## src/verilog/hs_gate_pkg.sv

```systemverilog
// Constants shared by the high-side gate permit block.
// Assumes a 100 MHz system clock and a 1.0 MHz reference clock.
package hs_gate_pkg;
  // ****************************************************************
  // Channels and clock
  // ****************************************************************
  localparam int NUM_CH = 7;
  localparam int CLK_PERIOD_NS = 10;
  localparam int REF_CLK_KHZ = 1000;
  // Reference period in system cycles
  localparam int REF_PERIOD_CYC = 1000000 / (REF_CLK_KHZ * CLK_PERIOD_NS);
  // Accepted window around the nominal period, in percent
  localparam int REF_TOL_PCT = 25;
  localparam logic [7:0] REF_MIN_CYC =
    8'(REF_PERIOD_CYC - (REF_PERIOD_CYC * REF_TOL_PCT) / 100);
  localparam logic [7:0] REF_MAX_CYC =
    8'(REF_PERIOD_CYC + (REF_PERIOD_CYC * REF_TOL_PCT) / 100);
  // Good periods needed before leaving the backup clock
  localparam logic [2:0] REF_GOOD_PERIODS = 3'h4;
  // ****************************************************************
  // Boost monitor
  // ****************************************************************
  // Threshold step in units of 0.1 mV
  localparam logic [19:0] BOOST_STEP = 20'h0_0C35;
  localparam logic [19:0] UV_STEP = 20'h0_0187;
  localparam logic [7:0] BOOST_CODE_MIN = 8'h08;
  localparam logic [7:0] BOOST_CODE_MAX = 8'hE1;
  localparam logic [7:0] BOOST_CODE_REC = 8'hD0;
  // Consecutive equal comparator samples to accept a change
  localparam logic [2:0] FILTER_LEN = 3'h4;
  // ****************************************************************
  // Edge strength codes, slew in V/us times ten
  // ****************************************************************
  localparam logic [1:0] SLEW_300 = 2'h0;
  localparam logic [1:0] SLEW_50 = 2'h1;
  localparam logic [1:0] SLEW_25 = 2'h2;
  localparam logic [1:0] SLEW_12P5 = 2'h3;
  localparam logic [1:0] SLEW_RESET = 2'h0;
  // Reset values of control bits
  localparam logic PLL_MOD_RESET = 1'b1;
  localparam logic CLK_KILL_RESET = 1'b0;
endpackage : hs_gate_pkg

```

## src/verilog/qual_if.sv

```systemverilog
// Interface between the permit top and the per-channel qualifier.
// Assumes both ends sit in the system clock domain.
`timescale 1ns/100ps
interface qual_if;
  logic [6:0] request;
  logic [6:0] command;
  logic permit;
  logic supply_low;
  logic boost_kill;
  logic clock_kill;
  logic [1:0] override;
  modport src (output request, permit, supply_low, boost_kill,
               output clock_kill, override, input command);
  modport qual (input request, permit, supply_low, boost_kill,
                input clock_kill, override, output command);
endinterface : qual_if

```

## src/verilog/gate_qualify.sv

```systemverilog
// Combinational gate command qualifier for all seven channels.
// Assumes qualifier levels are already synchronous to the clock.
`timescale 1ns/100ps
module gate_qualify
  import hs_gate_pkg::*;
(
  qual_if.qual q
);
  // Channels 5 and 7 own an override bit
  function automatic logic ovr_of(input int ch, input logic [1:0] ovr);
    if (ch == 4) begin
      return ovr[0];
    end
    if (ch == 6) begin
      return ovr[1];
    end
    return 1'b0;
  endfunction : ovr_of

  logic kill_all;

  // Qualifiers common to every channel
  assign kill_all = q.supply_low
                  | q.boost_kill
                  | q.clock_kill;

  // Per-channel combination, evaluated every cycle
  genvar ch;
  generate
    for (ch = 0; ch < NUM_CH; ch++) begin : g_ch
      assign q.command[ch] = q.request[ch]
        & (q.permit | ovr_of(ch, q.override))
        & ~kill_all;
    end
  endgenerate
endmodule : gate_qualify

```

## src/verilog/boost_monitor.sv

```systemverilog
// Boost comparator filter, threshold set point and undervoltage flag.
// Assumes the comparator result is synchronous to the clock.
`timescale 1ns/100ps
module boost_monitor
  import hs_gate_pkg::*;
(
  input wire logic clk,
  input wire logic rst_n,
  input wire logic [7:0] code,
  input wire logic div_range_sel,
  input wire logic uv_kill_en,
  input wire logic cmp_above,
  output logic [19:0] thresh,
  output logic div_quarter,
  output logic above,
  output logic supply_low
);
  logic [2:0] agree;
  logic filt;

  // One filter for both modes
  always_ff @(posedge clk or negedge rst_n) begin
    if (!rst_n) begin
      agree <= 3'h0;
      filt <= 1'b1;
    end else if (cmp_above == filt) begin
      agree <= 3'h0;
    end else if (agree == FILTER_LEN - 3'h1) begin
      agree <= 3'h0;
      filt <= cmp_above;
    end else begin
      agree <= agree + 3'h1;
    end
  end

  // Threshold, divider and flag outputs
  always_ff @(posedge clk or negedge rst_n) begin
    if (!rst_n) begin
      thresh <= 20'h0_0000;
      div_quarter <= 1'b0;
      above <= 1'b1;
      supply_low <= 1'b0;
    end else begin
      thresh <= div_range_sel ? 20'(code) * UV_STEP
                              : 20'(code) * BOOST_STEP;
      div_quarter <= div_range_sel;
      above <= filt;
      supply_low <= uv_kill_en & ~filt;
    end
  end
endmodule : boost_monitor

```

## src/verilog/hs_gate_permit.sv

```systemverilog
// Top of the high-side gate permit block: qualifies seven gate commands,
// holds edge strengths, boost monitor set point, clock source choice,
// frequency modulation and charge pump gating.
// Assumes pin inputs other than ext_clock_in, arst_n_in and chip_reset_n_in are synchronous to clock_in.
`timescale 1ns/100ps
module hs_gate_permit
  import hs_gate_pkg::*;
(
  // Clock and resets
  input wire logic clock_in,
  input wire logic arst_n_in,
  input wire logic power_on_reset_n_in,
  input wire logic chip_reset_n_in,
  // Safety qualifiers
  input wire logic driver_global_permit_pin_in,
  input wire logic predrv_supply_low_in,
  input wire logic logic_supply_low_in,
  input wire logic pll_locked_in,
  input wire logic clock_loss_kill_in,
  // Channel requests and overrides (bit 0 channel 5, bit 1 channel 7)
  input wire logic [6:0] hs_request_in,
  input wire logic [1:0] override_in,
  // Edge strength codes, two bits per channel
  input wire logic [13:0] rise_code_in,
  input wire logic [13:0] fall_code_in,
  // Boost monitor
  input wire logic [7:0] boost_code_in,
  input wire logic div_range_sel_in,
  input wire logic uv_kill_en_in,
  input wire logic boost_cmp_in,
  // Clock subsystem
  input wire logic ext_clock_in,
  input wire logic pll_mod_disable_in,
  // Gate commands and pin drive
  output logic [6:0] gate_cmd_out,
  output logic [6:0] gate_pull_up_out,
  output logic [6:0] gate_pull_down_out,
  // Active edge strengths
  output logic [13:0] rise_str_out,
  output logic [13:0] fall_str_out,
  // Boost monitor results
  output logic [19:0] boost_thresh_out,
  output logic div_quarter_out,
  output logic boost_above_out,
  output logic boost_supply_low_out,
  // Clock subsystem and charge pump
  output logic backup_clock_sel_out,
  output logic pll_mod_en_out,
  output logic charge_pump_run_out
);
  // ****************************************************************
  // Reset release
  // ****************************************************************
  logic rst_meta;
  logic rst_n;
  logic gate_rst_n;

  // Two-stage release of the board reset
  always_ff @(posedge clock_in or negedge arst_n_in) begin
    if (!arst_n_in) begin
      rst_meta <= 1'b0;
      rst_n <= 1'b0;
    end else begin
      rst_meta <= 1'b1;
      rst_n <= rst_meta;
    end
  end

  // Chip reset clears gate flops without waiting for a clock
  assign gate_rst_n = rst_n & chip_reset_n_in;

  // ****************************************************************
  // Control bits
  // ****************************************************************
  logic clk_kill_en;

  // Clock-loss kill bit, cleared by reset
  always_ff @(posedge clock_in or negedge rst_n) begin
    if (!rst_n) begin
      clk_kill_en <= CLK_KILL_RESET;
    end else begin
      clk_kill_en <= clock_loss_kill_in;
    end
  end

  // Modulation on out of reset, software may turn it off
  always_ff @(posedge clock_in or negedge rst_n) begin
    if (!rst_n) begin
      pll_mod_en_out <= PLL_MOD_RESET;
    end else begin
      pll_mod_en_out <= ~pll_mod_disable_in;
    end
  end

  // Charge pump held while power-on reset is low
  always_ff @(posedge clock_in or negedge rst_n) begin
    if (!rst_n) begin
      charge_pump_run_out <= 1'b0;
    end else begin
      charge_pump_run_out <= power_on_reset_n_in;
    end
  end

  // ****************************************************************
  // Reference clock monitor
  // ****************************************************************
  logic ref_meta;
  logic ref_sync;
  logic ref_last;
  logic ref_rise;
  logic [7:0] ref_cnt;
  logic [2:0] good_cnt;
  logic ref_late;
  logic ref_early;

  // Two-stage sampler of the reference pin
  always_ff @(posedge clock_in or negedge rst_n) begin
    if (!rst_n) begin
      ref_meta <= 1'b0;
      ref_sync <= 1'b0;
      ref_last <= 1'b0;
    end else begin
      ref_meta <= ext_clock_in;
      ref_sync <= ref_meta;
      ref_last <= ref_sync;
    end
  end

  // Edge and period checks against the 1.0 MHz nominal
  assign ref_rise = ref_sync & ~ref_last;
  assign ref_late = ref_cnt >= REF_MAX_CYC;
  assign ref_early = ref_rise & (ref_cnt < REF_MIN_CYC);

  // Cycles since the last reference edge, saturating
  always_ff @(posedge clock_in or negedge rst_n) begin
    if (!rst_n) begin
      ref_cnt <= 8'h00;
    end else if (ref_rise) begin
      ref_cnt <= 8'h00;
    end else if (!ref_late) begin
      ref_cnt <= ref_cnt + 8'h01;
    end
  end

  // Switch to backup on a bad period, return after good ones
  always_ff @(posedge clock_in or negedge rst_n) begin
    if (!rst_n) begin
      backup_clock_sel_out <= 1'b1;
      good_cnt <= 3'h0;
    end else if (ref_late || ref_early) begin
      backup_clock_sel_out <= 1'b1;
      good_cnt <= 3'h0;
    end else if (ref_rise && backup_clock_sel_out) begin
      if (good_cnt == REF_GOOD_PERIODS - 3'h1) begin
        backup_clock_sel_out <= 1'b0;
        good_cnt <= 3'h0;
      end else begin
        good_cnt <= good_cnt + 3'h1;
      end
    end
  end

  // ****************************************************************
  // Boost monitor
  // ****************************************************************
  boost_monitor u_boost (
    .clk (clock_in),
    .rst_n (rst_n),
    .code (boost_code_in),
    .div_range_sel (div_range_sel_in),
    .uv_kill_en (uv_kill_en_in),
    .cmp_above (boost_cmp_in),
    .thresh (boost_thresh_out),
    .div_quarter (div_quarter_out),
    .above (boost_above_out),
    .supply_low (boost_supply_low_out)
  );

  // ****************************************************************
  // Gate command qualification
  // ****************************************************************
  qual_if qbus ();
  logic [6:0] next_gate;

  // Qualifier levels into the per-channel combiner
  assign qbus.request = hs_request_in;
  assign qbus.permit = driver_global_permit_pin_in;
  assign qbus.override = override_in;
  assign qbus.supply_low = predrv_supply_low_in | logic_supply_low_in;
  assign qbus.boost_kill = boost_supply_low_out & uv_kill_en_in;
  assign qbus.clock_kill = clk_kill_en & ~pll_locked_in;
  assign next_gate = qbus.command;

  gate_qualify u_qual (
    .q (qbus.qual)
  );

  // Gate command and pin drive, one update per cycle
  always_ff @(posedge clock_in or negedge gate_rst_n) begin
    if (!gate_rst_n) begin
      gate_cmd_out <= 7'h00;
      gate_pull_up_out <= 7'h00;
      gate_pull_down_out <= 7'h7F;
    end else begin
      gate_cmd_out <= next_gate;
      gate_pull_up_out <= next_gate;
      gate_pull_down_out <= ~next_gate;
    end
  end

  // ****************************************************************
  // Edge strength per channel
  // ****************************************************************
  logic [13:0] rise_prev;
  logic [13:0] fall_prev;

  // Last seen codes, to spot a change
  always_ff @(posedge clock_in or negedge rst_n) begin
    if (!rst_n) begin
      rise_prev <= {NUM_CH{SLEW_RESET}};
      fall_prev <= {NUM_CH{SLEW_RESET}};
    end else begin
      rise_prev <= rise_code_in;
      fall_prev <= fall_code_in;
    end
  end

  // A rising change rewrites both edges to keep equal slew
  genvar ch;
  generate
    for (ch = 0; ch < NUM_CH; ch++) begin : g_str
      always_ff @(posedge clock_in or negedge rst_n) begin
        if (!rst_n) begin
          rise_str_out[2*ch +: 2] <= SLEW_RESET;
          fall_str_out[2*ch +: 2] <= SLEW_RESET;
        end else if (rise_code_in[2*ch +: 2] != rise_prev[2*ch +: 2]) begin
          rise_str_out[2*ch +: 2] <= rise_code_in[2*ch +: 2];
          fall_str_out[2*ch +: 2] <= rise_code_in[2*ch +: 2];
        end else if (fall_code_in[2*ch +: 2] != fall_prev[2*ch +: 2]) begin
          fall_str_out[2*ch +: 2] <= fall_code_in[2*ch +: 2];
        end
      end
    end
  endgenerate
endmodule : hs_gate_permit

```

## config.mk

```make
export PLATFORM = sky130hd
export DESIGN_NAME = hs_gate_permit
export DESIGN_NICKNAME = d
export VERILOG_FILES = /design/src/verilog/hs_gate_pkg.sv /design/src/verilog/qual_if.sv /design/src/verilog/gate_qualify.sv /design/src/verilog/boost_monitor.sv /design/src/verilog/hs_gate_permit.sv
export SDC_FILE = /design/constraint.sdc
export NUM_CORES = 1
export LEC_CHECK = 0
export ABC_AREA = 0
export ABC_CLOCK_PERIOD_IN_PS = 3000
export BUFFER_PORTS_ARGS = -buffer_cell sky130_fd_sc_hd__buf_2
export CORE_ASPECT_RATIO = 0.75
export CORE_MARGIN = 2
export CORE_UTILIZATION = 45
export DETAILED_ROUTE_END_ITERATION = 16
export PLACE_DENSITY_LB_ADDON = 0.3
export SLEW_MARGIN = 25
export SYNTH_ARGS = -nofsm -noshare
export SYNTH_HDL_FRONTEND = slang
export SYNTH_HIERARCHICAL = 1
export SYNTH_SLANG_ARGS = --single-unit
```

## constraint.sdc

```tcl
create_clock -name clock_in -period 3 [get_ports clock_in]
set_input_delay 0 -clock clock_in [delete_from_list [all_inputs] [get_ports clock_in]]
set_output_delay 0 -clock clock_in [all_outputs]
set_load 0.005 [all_outputs]
```

==> impl_metrics.env <==
export IMPL_outcome="completed"
export IMPL_rr_startpoint="ref_cnt[0]"
export IMPL_final_max_slew_viol_count=0
export IMPL_critPathMaxFanout=4
export IMPL_synth_async_reset_ratio=1.000
export IMPL_hold_viol=0
export IMPL_synth_cells=623
export IMPL_cellPowerDensity_nw_per_um2=671.0
export IMPL_area_growth_pct=38.35
export IMPL_cellLeakagePower_nw=4.643
export IMPL_power_share_switching=0.3150
export IMPL_avg_cell_area_syn_sq_um=11.03
export IMPL_drt_wl_total_um=16850
export IMPL_max_vdd_ir_drop_mv=0.2867
export IMPL_finalNonFillerCells=1093
export IMPL_timing_setup_tns_ps=0
export IMPL_vias_after_detailed_routing=5503
export IMPL_postLayoutSetupSlackWorst_ps=67.39
export IMPL_max_freq_mhz=341.0
export IMPL_grt_setup_unrepaired="true"
export IMPL_timing_hold_worst_class="input port to flip-flop"
export IMPL_clock_power_share=0.312
export IMPL_grt_antenna_before_repair=0
export IMPL_clock_root_buffer="sky130_fd_sc_hd__clkbuf_16"
export IMPL_core_region_area_sq_um=15080
export IMPL_num_antenna_cells=0
export IMPL_crit_path_end_kind="flip-flop"
export IMPL_synthesis_nets=786
export IMPL_fill_cells=1116
export IMPL_finalHoldWorstSlack_ps=58.54
export IMPL_initial_core_util=0.4556
export IMPL_final_cell_mix="sky130_fd_sc_hd__buf_2, sky130_fd_sc_hd__dfrtp_1, sky130_fd_sc_hd__ha_1"
export IMPL_ant_nets=0
export IMPL_drive_above_1_share=0.3243
export IMPL_maxSlewHeadroom=0.5729
export IMPL_first_pass_iters=6
export IMPL_clock_sink_count=117
export IMPL_cts_made_buffers=17
export IMPL_first_global_vias=5715
export IMPL_finalSetupViolations=0
export IMPL_setup_worst_path_start="boost_code_in[5]"
export IMPL_post_route_drc_count=0
export IMPL_p_comb_frac=0.382
export IMPL_globalplace_congestion=0.8874
export IMPL_globalRouteOverflowTotal=0
export IMPL_power_frac_seq=0.306
export IMPL_vias_per_cell=5.035
export IMPL_initialDrtViolationCount=386
export IMPL_top_level_i_o_count=134
export IMPL_timing_worst_slew_pin_value_ps=640.6
export IMPL_holdPathStages=3
export IMPL_timing_hold_worst_start="override_in[0]"
export IMPL_post_route_utilization=0.6304
export IMPL_timing_critical_path_from_type="input port"
export IMPL_synth_warnings=6
export IMPL_internal_power_mw=4.369
export IMPL_placementRows=39
export IMPL_grt_total_usage=0.2138
export IMPL_critical_path_class="input port to flip-flop"
export IMPL_detailedPlace_worstSlack_ps=-360.9
export IMPL_maximum_number_of_pins_on_one_net_before_global_route_repair=46
export IMPL_floorplan_die_height_um=111.0
export IMPL_placement_io_buffers=133
export IMPL_place_detailed_instances=1011
export IMPL_htree_num_levels=4
export IMPL_cts_tree="done"
export IMPL_timing_critical_path_cells="buf_2, fa_1, ha_4, fa_1, ha_1, ha_1, o21a_1, o31a_1, o41ai_2, buf_4, o211ai_1, and4_4, a211oi_2"
export IMPL_yosys_register_bits=117
export IMPL_r2r_worst_path_cells=5
export IMPL_final_critical_path_required_period_ps=2933
export IMPL_detailed_place_hpwl_um=12510
export IMPL_design_die_area_sq_um=16280
export IMPL_design_area_sq_um=9505
export IMPL_synth_enable_flop_cells=0
export IMPL_global_route_wire_length_before_repair_um=27750
export IMPL_clkLatencyLatePin_ps=410
export IMPL_cp_required_ps=3310
export IMPL_cap_violations=0
export IMPL_fin_total_pwr_mw=6.378
export IMPL_critical_path_slowest_cell="sky130_fd_sc_hd__fa_1"
export IMPL_clockBufferDepth=2
export IMPL_worst_endpoint_arrival_ps=3240
export IMPL_power_net_switching_mw=2.009
export IMPL_ys_types=57
export IMPL_placedInstanceArea_sq_um=8334
export IMPL_cts_clk_slew_worst_paths_ps=50
export IMPL_finClkSkew_ps=8.579
export IMPL_synth_top_flop_cell="sky130_fd_sc_hd__dfrtp_1"
export IMPL_seq_area_frac_synth=0.4282
export IMPL_commonest_non_fill_non_tap_cell_in_the_layout="sky130_fd_sc_hd__buf_2"
export IMPL_netlist_area_sq_um=6870
export IMPL_wl_per_cell_um=15.42
export IMPL_cpPeakStageDelay_ps=610
export IMPL_timing_final_crit_share=0.9775
export IMPL_die_x_um=146.7
export IMPL_design_final_nets=1038
## flip-flops by register name, summed over array words and instances (netlist names)
signal / flops
backup_clock_sel_out: 1
u_boost/thresh: 20
rst_meta: 1
u_boost/filt: 1
gate_pull_down_out: 7
ref_sync: 1
charge_pump_run_out: 1
pll_mod_en_out: 1
rise_prev: 14
good_cnt: 3
u_boost/div_quarter: 1
ref_meta: 1
rise_str_out: 14
ref_cnt: 8
u_boost/supply_low: 1
fall_prev: 14
clk_kill_en: 1
u_boost/agree: 3
fall_str_out: 14
ref_last: 1
rst_n: 1
u_boost/above: 1
gate_pull_up_out: 7
## final cells by class
class                           instances  area (sq um)  share of cell area
Multi-Input combinational cell        446          3899              0.4102
Tap cell                              205         256.5             0.02698
Clock buffer                           22         454.2             0.04778
Inverter                               46         172.7             0.01817
Clock inverter                         10         131.4             0.01382
Sequential cell                       117          2945              0.3099
Timing Repair Buffer                  247          1647              0.1732
## cells by family after synthesis
family | Yosys count | share of synthesized area
AND/OR/NAND/NOR | 158 | 0.1124
flip-flops | 117 | 0.4282
AO/OA/AOI/OAI | 111 | 0.1115
adder cells (fa/ha/maj) | 104 | 0.2134
buffers and inverters | 60 | 0.03679
XOR/XNOR | 48 | 0.06119
multiplexers | 24 | 0.03606
other | 1 | 0.0005458
## metal layers
layer  vias up  GRT usage  wire, um
met5         -          0         0
met4         0    0.05696       122
met3         9    0.04733       791
met2       151     0.3628      8155
met1      2702     0.2782      7780
li1       2641          -         -
## worst max-delay path: cells and delay by family
family | cells | cell delay [ps]
buf+inv | 2 | 300
simple gates | 1 | 230
compound gates | 5 | 740
fa+ha+maj | 5 | 1970
## cells in the mapped netlist (6+ instances only)
cell type                  instances  area share
sky130_fd_sc_hd__a21o_1            8      0.0087
sky130_fd_sc_hd__xnor2_1          30       0.038
sky130_fd_sc_hd__nor2b_1          10      0.0091
sky130_fd_sc_hd__inv_1            46       0.025
sky130_fd_sc_hd__buf_4             7      0.0076
sky130_fd_sc_hd__and2_1            8      0.0073
sky130_fd_sc_hd__mux2i_1          18       0.026
sky130_fd_sc_hd__dfstp_2          11       0.042
sky130_fd_sc_hd__o21ai_1           6      0.0044
sky130_fd_sc_hd__fa_1             22       0.064
sky130_fd_sc_hd__nor2_1           41       0.022
sky130_fd_sc_hd__nor4_1            6      0.0055
sky130_fd_sc_hd__dfrtp_1         106        0.39
sky130_fd_sc_hd__nand2_1          48       0.026
sky130_fd_sc_hd__o21ai_0          37       0.027
sky130_fd_sc_hd__xor2_1           18       0.023
sky130_fd_sc_hd__a21oi_1          18       0.013
sky130_fd_sc_hd__ha_1             82        0.15
sky130_fd_sc_hd__nand3_1          22       0.016
sky130_fd_sc_hd__o21a_1            6      0.0066
sky130_fd_sc_hd__o211ai_1          6      0.0066
## power groups by stage
| stage | Sequential [mW] | Combinational (mW) | Clock, mW |
|---|---|---|---|
| global placement | 1.96 | 2.24 | 0 |
| global route | 1.97 | 2.71 | 2.11 |
| floorplan | 1.98 | 1.39 | 0 |
| detailed placement | 1.97 | 2.29 | 0 |
| CTS | 1.95 | 2.36 | 2.02 |
| finish | 1.95 | 2.44 | 1.99 |
## final timing paths
check	to	slack, ps
setup reg to reg	backup_clock_sel_out	1170
min in group asynchronous	gate_pull_up_out[2]	290
hold / removal	gate_pull_up_out[4]	60
hold reg to reg	fall_prev[13]	330
setup / recovery	u_boost/thresh[15]	70
max in group asynchronous	gate_pull_up_out[1]	1620
## repair_timing
action / 4_1_cts / 5_1_grt
resized for setup: 0 / 16
endpoints found under the hold margin: 90 / 0
endpoints found under the setup margin: 0 / 8
hold buffers: 49 / 0
buffers inserted: 0 / 1
No activity file was read; power rests on OpenSTA's default activity.
